## src/inc/adb_pkg.sv

```systemverilog
// Shared constants, encodings and helper functions of the converter back end.
// Assumes one system clock; counts are in sampling clock ticks.
package adb_pkg;

	// Clock rate of i_clk_sys.
	localparam int unsigned CLK_MHZ = 100;

	// Sequencing counts in sampling clock cycles.
	localparam int unsigned PWRUP_CYC = 9_000_000;
	localparam int unsigned CAL_CYC = 1_000_000;
	localparam int unsigned BG_CYC = 375_000_000;
	localparam int unsigned MANUAL_WAIT_CYC = 1_500_000;
	localparam int unsigned CNT_W = 29;

	// Over-range threshold steps of 128 codes over a 16-bit range.
	localparam int unsigned SMP_W = 16;
	localparam int unsigned THR_STEP_W = 7;
	localparam int unsigned THR_W = SMP_W - THR_STEP_W;

	// Hold selections and their extra frame cycles.
	localparam logic [1:0] HOLD_SEL_0 = 2'h0;
	localparam logic [1:0] HOLD_SEL_3 = 2'h1;
	localparam logic [1:0] HOLD_SEL_7 = 2'h2;
	localparam logic [3:0] HOLD_LEN_3 = 4'h3;
	localparam logic [3:0] HOLD_LEN_7 = 4'h7;
	localparam logic [3:0] HOLD_LEN_15 = 4'hf;

	// Input clock divide ratio selections.
	localparam logic [1:0] DIV_1 = 2'h0;
	localparam logic [1:0] DIV_2 = 2'h1;

	// Link test sequence selections.
	localparam logic [2:0] TST_NONE = 3'h0;
	localparam logic [2:0] TST_D215 = 3'h1;
	localparam logic [2:0] TST_K285 = 3'h2;
	localparam logic [2:0] TST_ILA = 3'h3;
	localparam logic [2:0] TST_PRBS7 = 3'h4;
	localparam logic [2:0] TST_PRBS15 = 3'h5;
	localparam logic [2:0] TST_PRBS23 = 3'h6;
	localparam logic [2:0] TST_RAMP = 3'h7;

	// Link characters.
	localparam logic [7:0] CH_K285 = 8'hbc;
	localparam logic [7:0] CH_K280 = 8'h1c;
	localparam logic [7:0] CH_K283 = 8'h7c;
	localparam logic [7:0] CH_K284 = 8'h9c;
	localparam logic [7:0] CH_D215 = 8'hb5;
	localparam logic [1:0] ILA_LAST_MF = 2'h3;
	localparam logic [2:0] CGS_NEED = 3'h4;
	localparam logic [14:0] SCR_SEED = 15'h7fff;
	localparam logic [22:0] PRBS_SEED = 23'h7f_ffff;

	// Receiver registers, byte addresses on the Wishbone bus.
	localparam logic [7:0] RX_CTRL_OFS = 8'h00;
	localparam logic [7:0] RX_STAT_OFS = 8'h04;
	localparam logic [7:0] RX_SMP_OFS = 8'h08;
	localparam int unsigned CTRL_RESYNC_BIT = 0;
	localparam int unsigned CTRL_DESCR_BIT = 1;
	localparam logic [31:0] RX_CTRL_RST = 32'h0000_0000;

	// Self-synchronous 1+x^14+x^15 scrambler, one octet, msb first.
	// Returns {next state, output octet}; desc selects descrambling.
	function automatic logic [22:0] adb_scr8(input logic [7:0] d,
		input logic [14:0] s, input logic desc);
		logic [14:0] t;
		logic [7:0] o;
		t = s;
		o = 8'h00;
		for (int i = 7; i >= 0; i--)
		begin
			o[i] = d[i] ^ t[14] ^ t[13];
			t = {t[13:0], (desc ? d[i] : o[i])};
		end
		return {t, o};
	endfunction

endpackage

```

## src/inc/adb_link_if.sv

```systemverilog
// Octet level serial link between the converter end and the receiver end.
// Assumes both ends share i_clk_sys; vld marks one frame per sampling tick.
`timescale 1ns/1ps
interface adb_link_if;
	logic [1:0][7:0] oct;
	logic [1:0] k;
	logic vld;
	logic sync_n;

	modport tx (output oct, output k, output vld, input sync_n);
	modport rx (input oct, input k, input vld, output sync_n);
endinterface

```

## src/logic/adb_tx_end.sv

```systemverilog
// Converter back end: over-range flag, clock divider, SYSREF gate,
// calibration sequencing, formatting and the two lane link transmitter.
// Assumes synchronous inputs and the receiver end on the link interface.
`timescale 1ns/1ps
module adb_tx_end #(
	parameter int unsigned PWRUP_CYC = adb_pkg::PWRUP_CYC,
	parameter int unsigned CAL_CYC = adb_pkg::CAL_CYC,
	parameter int unsigned BG_CYC = adb_pkg::BG_CYC
) (
	// Clock and reset.
	input wire logic i_clk_sys,
	input wire logic i_nrst,
	// Sample input and SYSREF.
	input wire logic [adb_pkg::SMP_W-1:0] i_sample,
	input wire logic i_sysref,
	// Host configuration.
	input wire logic i_flag_mode,
	input wire logic i_readback_bit,
	input wire logic [adb_pkg::THR_W-1:0] i_ovr_threshold,
	input wire logic [1:0] i_hold_sel,
	input wire logic [1:0] i_input_clock_divide_ratio,
	input wire logic i_sysref_gate_en,
	input wire logic [2:0] i_output_swing_setting,
	input wire logic [2:0] i_deemphasis_setting,
	input wire logic [1:0] i_lane_polarity_invert,
	input wire logic i_power_down,
	input wire logic i_offset_binary,
	input wire logic i_scramble_en,
	input wire logic [4:0] i_frames_per_mf_m1,
	input wire logic [2:0] i_test_sel,
	// Status and pins.
	output logic o_shared_readback_flag_pin,
	output logic o_link_status_cal_done,
	output logic o_cal_busy,
	output logic o_bg_settled,
	output logic [2:0] o_output_swing_setting,
	output logic [2:0] o_deemphasis_setting,
	// Link.
	adb_link_if.tx lnk
);
	import adb_pkg::*;

	typedef enum logic [1:0] {CAL_WAIT, CAL_RUN, CAL_NORM, CAL_PDN} adb_cal_t;
	typedef enum logic [1:0] {LNK_SYNC, LNK_ILA, LNK_DATA} adb_lnk_t;

	function automatic logic [1:0] div_max(input logic [1:0] sel);
		if (sel == DIV_1)
			return 2'h0;
		else if (sel == DIV_2)
			return 2'h1;
		else
			return 2'h3;
	endfunction

	function automatic logic [3:0] hold_len(input logic [1:0] sel);
		case (sel)
			HOLD_SEL_0: return 4'h0;
			HOLD_SEL_3: return HOLD_LEN_3;
			HOLD_SEL_7: return HOLD_LEN_7;
			default: return HOLD_LEN_15;
		endcase
	endfunction

	logic [1:0] div_cnt_q;
	logic [1:0] div_sel_q;
	logic tick_q;
	logic div_chg;
	logic [SMP_W-1:0] mag;
	logic over;
	logic ovr_d;
	logic ovr_q;
	logic [3:0] hold_q;
	logic sref_q;
	logic sref_edge;
	logic [4:0] fc_q;
	logic mf_end;
	adb_cal_t cal_q;
	logic [CNT_W-1:0] cal_cnt_q;
	adb_lnk_t lnk_q;
	logic [1:0] mf_q;
	logic [1:0][14:0] scr_q;
	logic [1:0][14:0] scr_d;
	logic [22:0] prbs_q;
	logic [22:0] prbs_d;
	logic [7:0] prbs_oct;
	logic [7:0] ramp_q;
	logic [SMP_W-1:0] fmt;
	logic [1:0][7:0] oct_d;
	logic [1:0] k_d;

	// Sampling tick from the device clock.
	always_ff @(posedge i_clk_sys)
	begin
		if (!i_nrst)
		begin
			div_cnt_q <= 2'h0;
			tick_q <= 1'b0;
			div_sel_q <= DIV_1;
		end
		else
		begin
			div_sel_q <= i_input_clock_divide_ratio;
			if (div_cnt_q >= div_max(i_input_clock_divide_ratio))
			begin
				div_cnt_q <= 2'h0;
				tick_q <= 1'b1;
			end
			else
			begin
				div_cnt_q <= div_cnt_q + 2'h1;
				tick_q <= 1'b0;
			end
		end
	end
	assign div_chg = div_sel_q != i_input_clock_divide_ratio;

	// Over-range detect and hold.
	assign mag = i_sample[SMP_W-1] ? ~i_sample : i_sample;
	assign over = mag >= {i_ovr_threshold, {THR_STEP_W{1'b0}}};
	always_comb
	begin
		ovr_d = ovr_q;
		if (over)
			ovr_d = 1'b1;
		else if (ovr_q && tick_q && hold_q >= hold_len(i_hold_sel))
			ovr_d = 1'b0;
	end
	always_ff @(posedge i_clk_sys)
	begin
		if (!i_nrst)
		begin
			ovr_q <= 1'b0;
			hold_q <= 4'h0;
			o_shared_readback_flag_pin <= 1'b0;
		end
		else
		begin
			ovr_q <= ovr_d;
			if (over || !ovr_q)
				hold_q <= 4'h0;
			else if (tick_q)
				hold_q <= hold_q + 4'h1;
			o_shared_readback_flag_pin <= i_flag_mode ? ovr_d : i_readback_bit;
		end
	end

	// SYSREF gate and frame/multiframe alignment.
	assign sref_edge = i_sysref & i_sysref_gate_en & ~sref_q;
	assign mf_end = fc_q == i_frames_per_mf_m1;
	always_ff @(posedge i_clk_sys)
	begin
		if (!i_nrst)
		begin
			sref_q <= 1'b0;
			fc_q <= 5'h00;
		end
		else
		begin
			sref_q <= i_sysref & i_sysref_gate_en;
			if (sref_edge)
				fc_q <= 5'h00;
			else if (tick_q)
				fc_q <= mf_end ? 5'h00 : fc_q + 5'h01;
		end
	end

	// Calibration sequencing.
	always_ff @(posedge i_clk_sys)
	begin
		if (!i_nrst)
		begin
			cal_q <= CAL_WAIT;
			cal_cnt_q <= '0;
			o_link_status_cal_done <= 1'b0;
			o_cal_busy <= 1'b0;
			o_bg_settled <= 1'b0;
		end
		else
		begin
			case (cal_q)
				CAL_WAIT:
					if (i_power_down)
						cal_q <= CAL_PDN;
					else if (tick_q && cal_cnt_q == CNT_W'(PWRUP_CYC - 1))
					begin
						cal_q <= CAL_RUN;
						cal_cnt_q <= '0;
						o_cal_busy <= 1'b1;
					end
					else if (tick_q)
						cal_cnt_q <= cal_cnt_q + 1'b1;
				CAL_RUN:
					if (tick_q && cal_cnt_q == CNT_W'(CAL_CYC - 1))
					begin
						cal_q <= CAL_NORM;
						cal_cnt_q <= '0;
						o_cal_busy <= 1'b0;
						o_link_status_cal_done <= 1'b1;
					end
					else if (tick_q)
						cal_cnt_q <= cal_cnt_q + 1'b1;
				CAL_NORM:
					if (i_power_down)
					begin
						cal_q <= CAL_PDN;
						o_bg_settled <= 1'b0;
					end
					else if (tick_q && cal_cnt_q == CNT_W'(BG_CYC - 1))
						o_bg_settled <= 1'b1;
					else if (tick_q && !o_bg_settled)
						cal_cnt_q <= cal_cnt_q + 1'b1;
				CAL_PDN:
					if (!i_power_down)
					begin
						cal_q <= CAL_RUN;
						cal_cnt_q <= '0;
						o_cal_busy <= 1'b1;
						o_link_status_cal_done <= 1'b0;
					end
				default:
					cal_q <= CAL_WAIT;
			endcase
		end
	end

	// Link state: sync, initial lane alignment, data.
	always_ff @(posedge i_clk_sys)
	begin
		if (!i_nrst)
		begin
			lnk_q <= LNK_SYNC;
			mf_q <= 2'h0;
		end
		else if (div_chg || (!lnk.sync_n && lnk_q != LNK_SYNC))
		begin
			lnk_q <= LNK_SYNC;
			mf_q <= 2'h0;
		end
		else if (tick_q && mf_end)
		begin
			case (lnk_q)
				LNK_SYNC:
					if (lnk.sync_n)
						lnk_q <= LNK_ILA;
				LNK_ILA:
				begin
					mf_q <= mf_q + 2'h1;
					if (mf_q == ILA_LAST_MF && i_test_sel != TST_ILA)
						lnk_q <= LNK_DATA;
				end
				LNK_DATA:
					lnk_q <= LNK_DATA;
				default:
					lnk_q <= LNK_SYNC;
			endcase
		end
	end

	// Octet generation.
	assign fmt = i_offset_binary ? {~i_sample[SMP_W-1], i_sample[SMP_W-2:0]}
		: i_sample;
	always_comb
	begin
		prbs_d = prbs_q;
		prbs_oct = 8'h00;
		for (int i = 7; i >= 0; i--)
		begin
			if (i_test_sel == TST_PRBS7)
				prbs_oct[i] = prbs_d[6] ^ prbs_d[5];
			else if (i_test_sel == TST_PRBS15)
				prbs_oct[i] = prbs_d[14] ^ prbs_d[13];
			else
				prbs_oct[i] = prbs_d[22] ^ prbs_d[17];
			prbs_d = {prbs_d[21:0], prbs_oct[i]};
		end
	end
	always_comb
	begin
		scr_d = scr_q;
		oct_d = '0;
		k_d = 2'b00;
		for (int l = 0; l < 2; l++)
		begin
			if (i_test_sel == TST_K285 || lnk_q == LNK_SYNC)
			begin
				oct_d[l] = CH_K285;
				k_d[l] = 1'b1;
			end
			else if (lnk_q == LNK_ILA || i_test_sel == TST_ILA)
			begin
				k_d[l] = fc_q == 5'h00 || mf_end || (mf_q == 2'h1 && fc_q == 5'h01);
				if (fc_q == 5'h00)
					oct_d[l] = CH_K280;
				else if (mf_end)
					oct_d[l] = CH_K283;
				else if (mf_q == 2'h1 && fc_q == 5'h01)
					oct_d[l] = CH_K284;
				else
					oct_d[l] = {3'h0, fc_q};
			end
			else
			begin
				case (i_test_sel)
					TST_D215: oct_d[l] = CH_D215;
					TST_PRBS7, TST_PRBS15, TST_PRBS23: oct_d[l] = prbs_oct;
					TST_RAMP: oct_d[l] = ramp_q;
					default:
					begin
						oct_d[l] = l == 0 ? fmt[15:8] : fmt[7:0];
						if (i_scramble_en)
							{scr_d[l], oct_d[l]} = adb_scr8(oct_d[l], scr_q[l], 1'b0);
					end
				endcase
			end
			oct_d[l] = oct_d[l] ^ {8{i_lane_polarity_invert[l]}};
		end
	end

	// Registered link and driver outputs.
	always_ff @(posedge i_clk_sys)
	begin
		if (!i_nrst)
		begin
			lnk.oct <= '0;
			lnk.k <= 2'b00;
			lnk.vld <= 1'b0;
			scr_q <= {SCR_SEED, SCR_SEED};
			prbs_q <= PRBS_SEED;
			ramp_q <= 8'h00;
			o_output_swing_setting <= 3'h0;
			o_deemphasis_setting <= 3'h0;
		end
		else
		begin
			lnk.vld <= tick_q;
			o_output_swing_setting <= i_output_swing_setting;
			o_deemphasis_setting <= i_deemphasis_setting;
			if (tick_q)
			begin
				lnk.oct <= oct_d;
				lnk.k <= k_d;
				scr_q <= scr_d;
				prbs_q <= prbs_d;
				ramp_q <= ramp_q + 8'h01;
			end
		end
	end
endmodule

```

## src/flat_wrapper.sv

```systemverilog
// flat-port wrapper written by rule: the top's interface ports become plain ports
module adb_tx_end_flat import adb_pkg::*;
#(
	parameter int unsigned PWRUP_CYC = adb_pkg::PWRUP_CYC,
	parameter int unsigned CAL_CYC = adb_pkg::CAL_CYC,
	parameter int unsigned BG_CYC = adb_pkg::BG_CYC
)
  (i_clk_sys, i_nrst, i_sample, i_sysref, i_flag_mode, i_readback_bit, i_ovr_threshold, i_hold_sel, i_input_clock_divide_ratio, i_sysref_gate_en, i_output_swing_setting, i_deemphasis_setting, i_lane_polarity_invert, i_power_down, i_offset_binary, i_scramble_en, i_frames_per_mf_m1, i_test_sel, o_shared_readback_flag_pin, o_link_status_cal_done, o_cal_busy, o_bg_settled, o_output_swing_setting, o_deemphasis_setting, lnk_oct, lnk_k, lnk_vld, lnk_sync_n);
  adb_link_if lnk_i ();
  input wire logic i_clk_sys;
  input wire logic i_nrst;
  input wire logic [adb_pkg::SMP_W-1:0] i_sample;
  input wire logic i_sysref;
  input wire logic i_flag_mode;
  input wire logic i_readback_bit;
  input wire logic [adb_pkg::THR_W-1:0] i_ovr_threshold;
  input wire logic [1:0] i_hold_sel;
  input wire logic [1:0] i_input_clock_divide_ratio;
  input wire logic i_sysref_gate_en;
  input wire logic [2:0] i_output_swing_setting;
  input wire logic [2:0] i_deemphasis_setting;
  input wire logic [1:0] i_lane_polarity_invert;
  input wire logic i_power_down;
  input wire logic i_offset_binary;
  input wire logic i_scramble_en;
  input wire logic [4:0] i_frames_per_mf_m1;
  input wire logic [2:0] i_test_sel;
  output logic o_shared_readback_flag_pin;
  output logic o_link_status_cal_done;
  output logic o_cal_busy;
  output logic o_bg_settled;
  output logic [2:0] o_output_swing_setting;
  output logic [2:0] o_deemphasis_setting;
  output wire logic [$bits(lnk_i.oct)-1:0] lnk_oct;
  output wire logic [$bits(lnk_i.k)-1:0] lnk_k;
  output wire logic [$bits(lnk_i.vld)-1:0] lnk_vld;
  input wire logic [$bits(lnk_i.sync_n)-1:0] lnk_sync_n;
  assign lnk_oct = lnk_i.oct;
  assign lnk_k = lnk_i.k;
  assign lnk_vld = lnk_i.vld;
  assign lnk_i.sync_n = lnk_sync_n;
  adb_tx_end #(.PWRUP_CYC(PWRUP_CYC), .CAL_CYC(CAL_CYC), .BG_CYC(BG_CYC)) u_core (.i_clk_sys(i_clk_sys), .i_nrst(i_nrst), .i_sample(i_sample), .i_sysref(i_sysref), .i_flag_mode(i_flag_mode), .i_readback_bit(i_readback_bit), .i_ovr_threshold(i_ovr_threshold), .i_hold_sel(i_hold_sel), .i_input_clock_divide_ratio(i_input_clock_divide_ratio), .i_sysref_gate_en(i_sysref_gate_en), .i_output_swing_setting(i_output_swing_setting), .i_deemphasis_setting(i_deemphasis_setting), .i_lane_polarity_invert(i_lane_polarity_invert), .i_power_down(i_power_down), .i_offset_binary(i_offset_binary), .i_scramble_en(i_scramble_en), .i_frames_per_mf_m1(i_frames_per_mf_m1), .i_test_sel(i_test_sel), .o_shared_readback_flag_pin(o_shared_readback_flag_pin), .o_link_status_cal_done(o_link_status_cal_done), .o_cal_busy(o_cal_busy), .o_bg_settled(o_bg_settled), .o_output_swing_setting(o_output_swing_setting), .o_deemphasis_setting(o_deemphasis_setting), .lnk(lnk_i));
endmodule
```

## config.mk

```make
export PLATFORM = sky130hd
export DESIGN_NAME = adb_tx_end_flat
export DESIGN_NICKNAME = d
export VERILOG_FILES = /design/src/inc/adb_pkg.sv /design/src/inc/adb_link_if.sv /design/src/logic/adb_tx_end.sv /design/src/flat_wrapper.sv
export SDC_FILE = /design/constraint.sdc
export NUM_CORES = 1
export LEC_CHECK = 0
export ABC_CLOCK_PERIOD_IN_PS = 3000
export BUFFER_PORTS_ARGS = -buffer_cell sky130_fd_sc_hd__buf_4
export CAP_MARGIN = 0
export CORE_ASPECT_RATIO = 0.8
export CORE_MARGIN = 1.5
export CORE_UTILIZATION = 60
export DETAILED_ROUTE_END_ITERATION = 10
export PLACE_DENSITY_LB_ADDON = 0.25
export REMOVE_ABC_BUFFERS = 1
export SLEW_MARGIN = 15
export SYNTH_ARGS = -nofsm -noshare
export SYNTH_HDL_FRONTEND = slang
export SYNTH_SLANG_ARGS = --single-unit
```

## constraint.sdc

```tcl
create_clock -name i_clk_sys -period 3 [get_ports i_clk_sys]
set_input_delay 0.15 -clock i_clk_sys [delete_from_list [all_inputs] [get_ports i_clk_sys]]
set_output_delay 0.15 -clock i_clk_sys [all_outputs]
set_load 0.03 [all_outputs]
```

---- Word-level counts from Yosys, hierarchy flattened ----
Index checks and enable logic that the tools add are counted.
storage, ports and cells
  ROM bits ................................ 0
  word-level logic and storage cells ...... 247
  bits of input ports ..................... 55
  memories kept ........................... 0
  output and inout bits ................... 29
  memory bits (writable) .................. 0
  register bits after elaboration ......... 140
  latch bits .............................. 0
cells by class
  multiply operators ...................... 0
  $add $sub $neg .......................... 6
  reductions and logical operators ........ 42
  shifts and indexed selects .............. 0
  equality and inequality tests ........... 35
  order comparisons ....................... 3
  mux-type cells .......................... 69
  div/mod/pow operators ................... 0
  bitwise operators ....................... 67
operators with widths
  operator                                                                  count
  29-bit 2-to-1 mux                                                         8
  29-bit case mux with 4 select lines                                       1
  8-bit 2-to-1 mux                                                          9
  1-bit bitwise XOR                                                         56
  8-bit case mux with 3 select lines                                        2
  16-bit 2-to-1 mux                                                         2
  1-bit 2-to-1 mux                                                          30
  29-bit by 1-bit adder with 29-bit output (second input constant)          1
  29-bit by 20-bit equality test with 1-bit output (second input constant)  1
  29-bit by 24-bit equality test with 1-bit output (second input constant)  1
  29-bit equality test (second input constant)                              1
  2-bit 2-to-1 mux                                                          10
  16-bit >= comparator                                                      1
  16-bit NOT                                                                1
  8-bit bitwise XOR                                                         2
  5-bit AND reduction                                                       3
  3-bit equality test (second input constant)                               4
  2-bit != test (second input constant)                                     6
  4-bit case mux with 3 select lines                                        1
  2-bit by 1-bit equality test with 1-bit output (second input constant)    5
  2-bit equality test (second input constant)                               5
  1-bit logical AND                                                         10
  8-bit by 1-bit adder with 8-bit output (second input constant)            1
  2-bit zero test                                                           4
  31 further kinds                                                          57

---- Logic depth before layout (Yosys ltp) ----
  depth after elaboration ................. 9
  gate-level depth with buffers ........... 11

---- Worst setup path before layout ----
OpenSTA, ideal clock, no wires.
  kind .................................... reg-to-reg
  start ................................... register u_core.fc_q[0]
  end ..................................... register u_core.lnk.oct[9]
  arrival ................................. 2180 ps
  setup slack ............................. 693 ps
  stages on the path, launching flop included .. 10
  buffers on the path ..................... 1
  required time ........................... 2873 ps
  path through ............................ dfxtp_1 > inv_1 > ha_1 > and2_4 > o21bai_4 > or2_1 > buf_6 > or3_4 > nor3b_1 > or3_1
between the ends
  cells in the longest elaborated chain, start to end .. 8
  elaborated cells on any way between the ends .. 10
ends and longest elaborated chain
  element                                         line               RTL
  start, declared                                 adb_tx_end.sv:75   logic [4:0] fc_q;
  start signal, assigned                          adb_tx_end.sv:163  fc_q <= mf_end ? 5'h00 : fc_q + 5'h01;
  5-bit by 1-bit equality test with 1-bit output  adb_tx_end.sv:296  else if (mf_q == 2'h1 && fc_q == 5'h01)
  1-bit logical AND                               adb_tx_end.sv:296
  8-bit 2-to-1 mux                                adb_tx_end.sv:296
  8-bit 2-to-1 mux                                adb_tx_end.sv:294  else if (mf_end)
  8-bit 2-to-1 mux (*)                            adb_tx_end.sv:292  if (fc_q == 5'h00)
  8-bit 2-to-1 mux (*)                            adb_tx_end.sv:289  else if (lnk_q == LNK_ILA || i_test_sel == TST_ILA)
  8-bit 2-to-1 mux (*)                            adb_tx_end.sv:284  if (i_test_sel == TST_K285 || lnk_q == LNK_SYNC)
  8-bit bitwise XOR (*)                           adb_tx_end.sv:315  oct_d[l] = oct_d[l] ^ {8{i_lane_polarity_invert[l]}};
  end signal, assigned                            adb_tx_end.sv:340  lnk.oct <= oct_d;
  end, declared                                   adb_link_if.sv:10  modport tx (output oct, output k, output vld, input sync_n);
Mark *: on every way between the ends. The rest lies on a longest branch, timed or not.
A chain may end at the register's enable or synchronous reset.

---- Worst setup path after layout ----
  start ................................... register u_core.cal_cnt_q[0]
  end ..................................... register u_core.cal_cnt_q[20]
between the ends
  cells in the longest elaborated chain, start to end .. 5
  elaborated cells on any way between the ends .. 17
ends and longest elaborated chain
  element                                                                                                       line                                  RTL
  start, declared                                                                                               adb_tx_end.sv:78                      logic [CNT_W-1:0] cal_cnt_q;
  start signal, assigned                                                                                        adb_tx_end.sv:191                     cal_cnt_q <= cal_cnt_q + 1'b1;
  start signal, assigned                                                                                        adb_tx_end.sv:201                     cal_cnt_q <= cal_cnt_q + 1'b1;
  start signal, assigned                                                                                        adb_tx_end.sv:211                     cal_cnt_q <= cal_cnt_q + 1'b1;
  29-bit by 1-bit adder with 29-bit output or 29-bit by 24-bit equality test with 1-bit output (tied branches)  n/a
  29-bit 2-to-1 mux, or another cell as far along                                                               adb_tx_end.sv:210                     else if (tick_q && !o_bg_settled)
  29-bit 2-to-1 mux, on equally long branches                                                                   adb_tx_end.sv:208, adb_tx_end.sv:184
  29-bit 2-to-1 mux, on equally long branches                                                                   adb_tx_end.sv:203, adb_tx_end.sv:182
  29-bit case mux with 4 select lines                                                                           adb_tx_end.sv:180                     case (cal_q)
Parallel ways exist; a longest one is shown, timed or not. The select of a mux whose other input is x is not followed.

==> results.rst <==
.. list-table::
   :header-rows: 1

   * - Metric
     - Value
   * - Overall power
     - 5.95 mW
   * - Max-cap violations
     - 0
   * - Kind of end point of the critical path
     - flop
   * - Routability congestion estimate from global placement
     - 0.967
   * - Grt ovf
     - 0
   * - Cell area after synthesis
     - 8380 um^2
   * - Placed standard-cell area
     - 9080 um^2
   * - Iteration-0 DRC count of the detailed router
     - 1029
   * - Vert. Die Dim
     - 109 um
   * - Worst path slowest cell
     - sky130_fd_sc_hd__nor3_2
   * - Multi-input logic area
     - 5170 um^2
   * - Worst slew pin tran
     - 0.846 ns
   * - Initial Util
     - 61.6%
   * - Antenna violations before repair
     - 0
   * - Clock sink count
     - 140
   * - Average detailed-routed wire length per instance
     - 17.1 um
   * - Top-Level Pins
     - 84
   * - Launching element type of the critical path
     - flop
   * - Final core occ
     - 72.8%
   * - Core region area
     - 13600 um^2
   * - Leakage power total
     - 4.00 nW
   * - Final-layout fill cell count
     - 1078
   * - Relative slew slack
     - 43.3%
   * - Post-synth top flop
     - sky130_fd_sc_hd__dfxtp_1
   * - Data arrival time of the worst path
     - 3.05 ns
   * - Total count of max-transition violations in the final report
     - 0
   * - Final TNS setup
     - 0 ns
   * - Fraction of final layout cells with drive strength greater than 1
     - 15.3%
   * - Worst-Skew Late Latency
     - 0.42 ns
   * - Setup Viol. Count Final
     - 0
   * - Cell Pwr Density
     - 601 nW/um^2
   * - Number of global-route vias before repair
     - 7055
   * - Number of flip-flops and latches in the synthesized netlist
     - 140
   * - Number of instances in the synthesized netlist
     - 1030
   * - Post-CTS Setup Bufs
     - 0
   * - Half-perimeter wire length after detailed placement
     - 15200 um
   * - TritonCTS clock tree
     - done
   * - Total wirelength of the detailed-routed design
     - 22200 um
   * - Finished Cell Area
     - 9900 um^2
   * - Diode count
     - 0
   * - Area growth, synth to finish
     - 18.2%
   * - Worst path required time
     - 3.33 ns
   * - Maximum frequency from static timing analysis
     - 368 MHz
   * - Type of the worst setup path
     - flop to flop
   * - Area of all sequential standard cells
     - 2800 um^2
   * - DRC Markers
     - 0
   * - Highest ir drop seen on vdd
     - 0.000506 V
   * - First-pass GRT wire length
     - 36000 um
   * - Final clock period utilization by the worst path
     - 90.5%
   * - Mean post-synth cell area
     - 8.13 um^2
   * - Die area
     - 14700 um^2
   * - Post-DRT Antenna Nets
     - 0
   * - Type of the worst min-delay path
     - primary input to flop
   * - EDFF count, synth
     - 0
   * - Fraction of post-synthesis cell area in the top cell type by area
     - 33.5%
   * - Worst Path Max Fanout
     - 11
   * - Nets@finish
     - 1187
   * - Largest area contributor in the netlist
     - sky130_fd_sc_hd__dfxtp_1
   * - Outcome
     - finished, final reports clean
   * - Number of unique standard cell types used by synthesis
     - 81
   * - First-pass DRT Iterations
     - 7
   * - Die boundary width
     - 135 um
   * - Number of H-tree branching levels
     - 4
   * - Maximum cell stage delay along the critical path
     - 0.59 ns
   * - Min cycle time layout
     - 2.72 ns
   * - Number of buffer and inverter instances along the worst setup path
     - 0
   * - Inst Count DP
     - 1250
   * - RSZ-0062 raised after global routing
     - no
   * - IO buf count
     - 83
   * - Fin Clk Skew
     - 0.00704 ns
   * - Inserted Clock Buffers
     - 17
   * - Final instance count without filler cells
     - 1295
   * - Critical Path, Cell by Cell
     - ha_1 -> and4_1 -> nand4_1 -> nor4b_1 -> nor3_2 -> and2_1 -> or3b_1 -> a21oi_1
   * - Share of synthesized registers carrying an async set or reset
     - 0%
   * - Root Driver
     - sky130_fd_sc_hd__clkbuf_16
   * - Number of placement rows
     - 38
   * - Via count of the routed design
     - 7833
   * - Synth area leaders
     - sky130_fd_sc_hd__dfxtp_1 (33%), sky130_fd_sc_hd__nand2_1 (6.5%), sky130_fd_sc_hd__xor2_1 (5.5%)
   * - Clock Path Buffers
     - 2
   * - Warnings, synthesis
     - 0
   * - Gr usage total
     - 31.1%
   * - Sequential cell area fraction in the yosys report
     - 33.5%
   * - Largest delay share family, worst path
     - simple AND/OR/NAND/NOR gates
   * - Pin count of the biggest net entering global routing
     - 65
   * - Hold violation count in the final report
     - 0
   * - Detailed-route vias per instance
     - 6.05
   * - Clk pin slew, worst setup/hold paths
     - 0.06 ns
[worst register-to-register path: cells and delay by family (launching register included)]
kind | cells | cell delay [ns]
AND/OR/NAND/NOR | 6 | 1.84
flip-flops | 1 | 0.36
AO/OA/AOI/OAI | 1 | 0.16
adder cells (fa/ha/maj) | 1 | 0.27
[cells in the final DEF, fill, tap and decap left out, types with 29 or more instances in the layout]
cell | Yosys | routed
sky130_fd_sc_hd__a21oi_1 | 59 | 59
sky130_fd_sc_hd__xnor2_1 | 51 | 51
sky130_fd_sc_hd__mux2i_1 | 38 | 38
sky130_fd_sc_hd__dfxtp_1 | 140 | 139
sky130_fd_sc_hd__o21ai_0 | 53 | 53
sky130_fd_sc_hd__xor2_1 | 53 | 53
sky130_fd_sc_hd__nand2_1 | 146 | 146
sky130_fd_sc_hd__nand3_1 | 42 | 42
sky130_fd_sc_hd__ha_1 | 29 | 29
sky130_fd_sc_hd__nor2_1 | 72 | 72
sky130_fd_sc_hd__buf_4 | 5 | 103
[final timing paths]
path | end | from | slack [ns] | cells past startpoint
max | u_core.cal_cnt_q[20]$_SDFFE_PN0P_ | u_core.cal_cnt_q[0]$_SDFFE_PN0P_ | 0.28 | 8
min | u_core.div_sel_q[1]$_SDFF_PN0_ | i_input_clock_divide_ratio[1] | 0.02 | 3
max reg2reg | u_core.cal_cnt_q[20]$_SDFFE_PN0P_ | u_core.cal_cnt_q[0]$_SDFFE_PN0P_ | 0.28 | 8
min reg2reg | u_core.div_cnt_q[0]$_SDFF_PP0_ | u_core.div_cnt_q[0]$_SDFF_PP0_ | 0.46 | 1
[cells by family after synthesis]
logic type / count (synthesis) / share of synthesized area [%]
mux: 39 / 4.67
flops: 140 / 33.5
buf+inv: 92 / 4.88
simple gates: 404 / 24.3
fa+ha+maj: 29 / 4.33
xor+xnor: 104 / 10.9
compound gates: 222 / 17.5
[state kept, by name, summed over array words and instances (netlist names), 2 cells and up]
register and cells:
u_core.lnk.oct 16, u_core.o_deemphasis_setting 3, u_core.prbs_q 23, u_core.div_sel_q 2, u_core.fc_q 5, u_core.lnk_q 2, u_core.cal_q 2, u_core.ramp_q 8
u_core.scr_q 30, u_core.cal_cnt_q 29, u_core.mf_q 2, u_core.div_cnt_q 2, u_core.hold_q 4, u_core.o_output_swing_setting 3
[per-stage QoR]
stage / worst slack, ns / hold WS (ns)
6_report: 0.284 / 0.0171
5_1_grt: 0.0815 / 0.0197
4_1_cts: 0.00840 / 0.00715
3_5_place_dp: 0.0336 / 0.355
3_3_place_gp: 0.134 / 0.348
2_1_floorplan: -1.20 / 0.212
[timing repair]
item	CTS	global route
hold buffers	14	0
resized for setup	0	1
endpoints found under the hold margin	16	0
setup endpoints to repair	0	13
[metal layers]
metal | share of wire [%] | track usage (%) | vias to the layer above
met1 | 48 | 45.6 | 3637
met3 | 9.2 | 7.35 | 54
li1 | - | - | 3776
met4 | 2.1 | 10.3 | 0
met5 | 0 | 0 | -
met2 | 41 | 44.6 | 366
[Yosys cell counts (12+ instances only)]
cell                       number
sky130_fd_sc_hd__inv_1         28
sky130_fd_sc_hd__mux2i_1       38
sky130_fd_sc_hd__a21o_1        12
sky130_fd_sc_hd__clkbuf_1      41
sky130_fd_sc_hd__and2_1        14
sky130_fd_sc_hd__a21oi_1       59
sky130_fd_sc_hd__xor2_1        53
sky130_fd_sc_hd__a211oi_1      13
sky130_fd_sc_hd__ha_1          29
sky130_fd_sc_hd__nor3_1        28
sky130_fd_sc_hd__o211ai_1      12
sky130_fd_sc_hd__o21ai_0       53
sky130_fd_sc_hd__dfxtp_1      140
sky130_fd_sc_hd__xnor2_1       51
sky130_fd_sc_hd__nand2_1      146
sky130_fd_sc_hd__a31oi_1       15
sky130_fd_sc_hd__nand4_1       18
sky130_fd_sc_hd__nor2_1        72
sky130_fd_sc_hd__nand3_1       42
[report_power, final]
part           total [mW]  leakage, nW  internal (mW)  switching (mW)
combinational        1.43         2.53          0.541           0.890
sequential           2.08         1.14           1.97           0.108
clock                2.44        0.325           1.64           0.803
[layout make-up]
class                      instances  share of cell area, %
tap                              180                   2.28
clock inverter                    11                   2.43
timing repair buffer             117                   9.23
clock buffer                      20                   4.41
sequential                       140                   28.3
multi-input combinational        798                   52.2
inverter                          29                   1.10
Note: power is estimated with default switching activity, not from simulation.
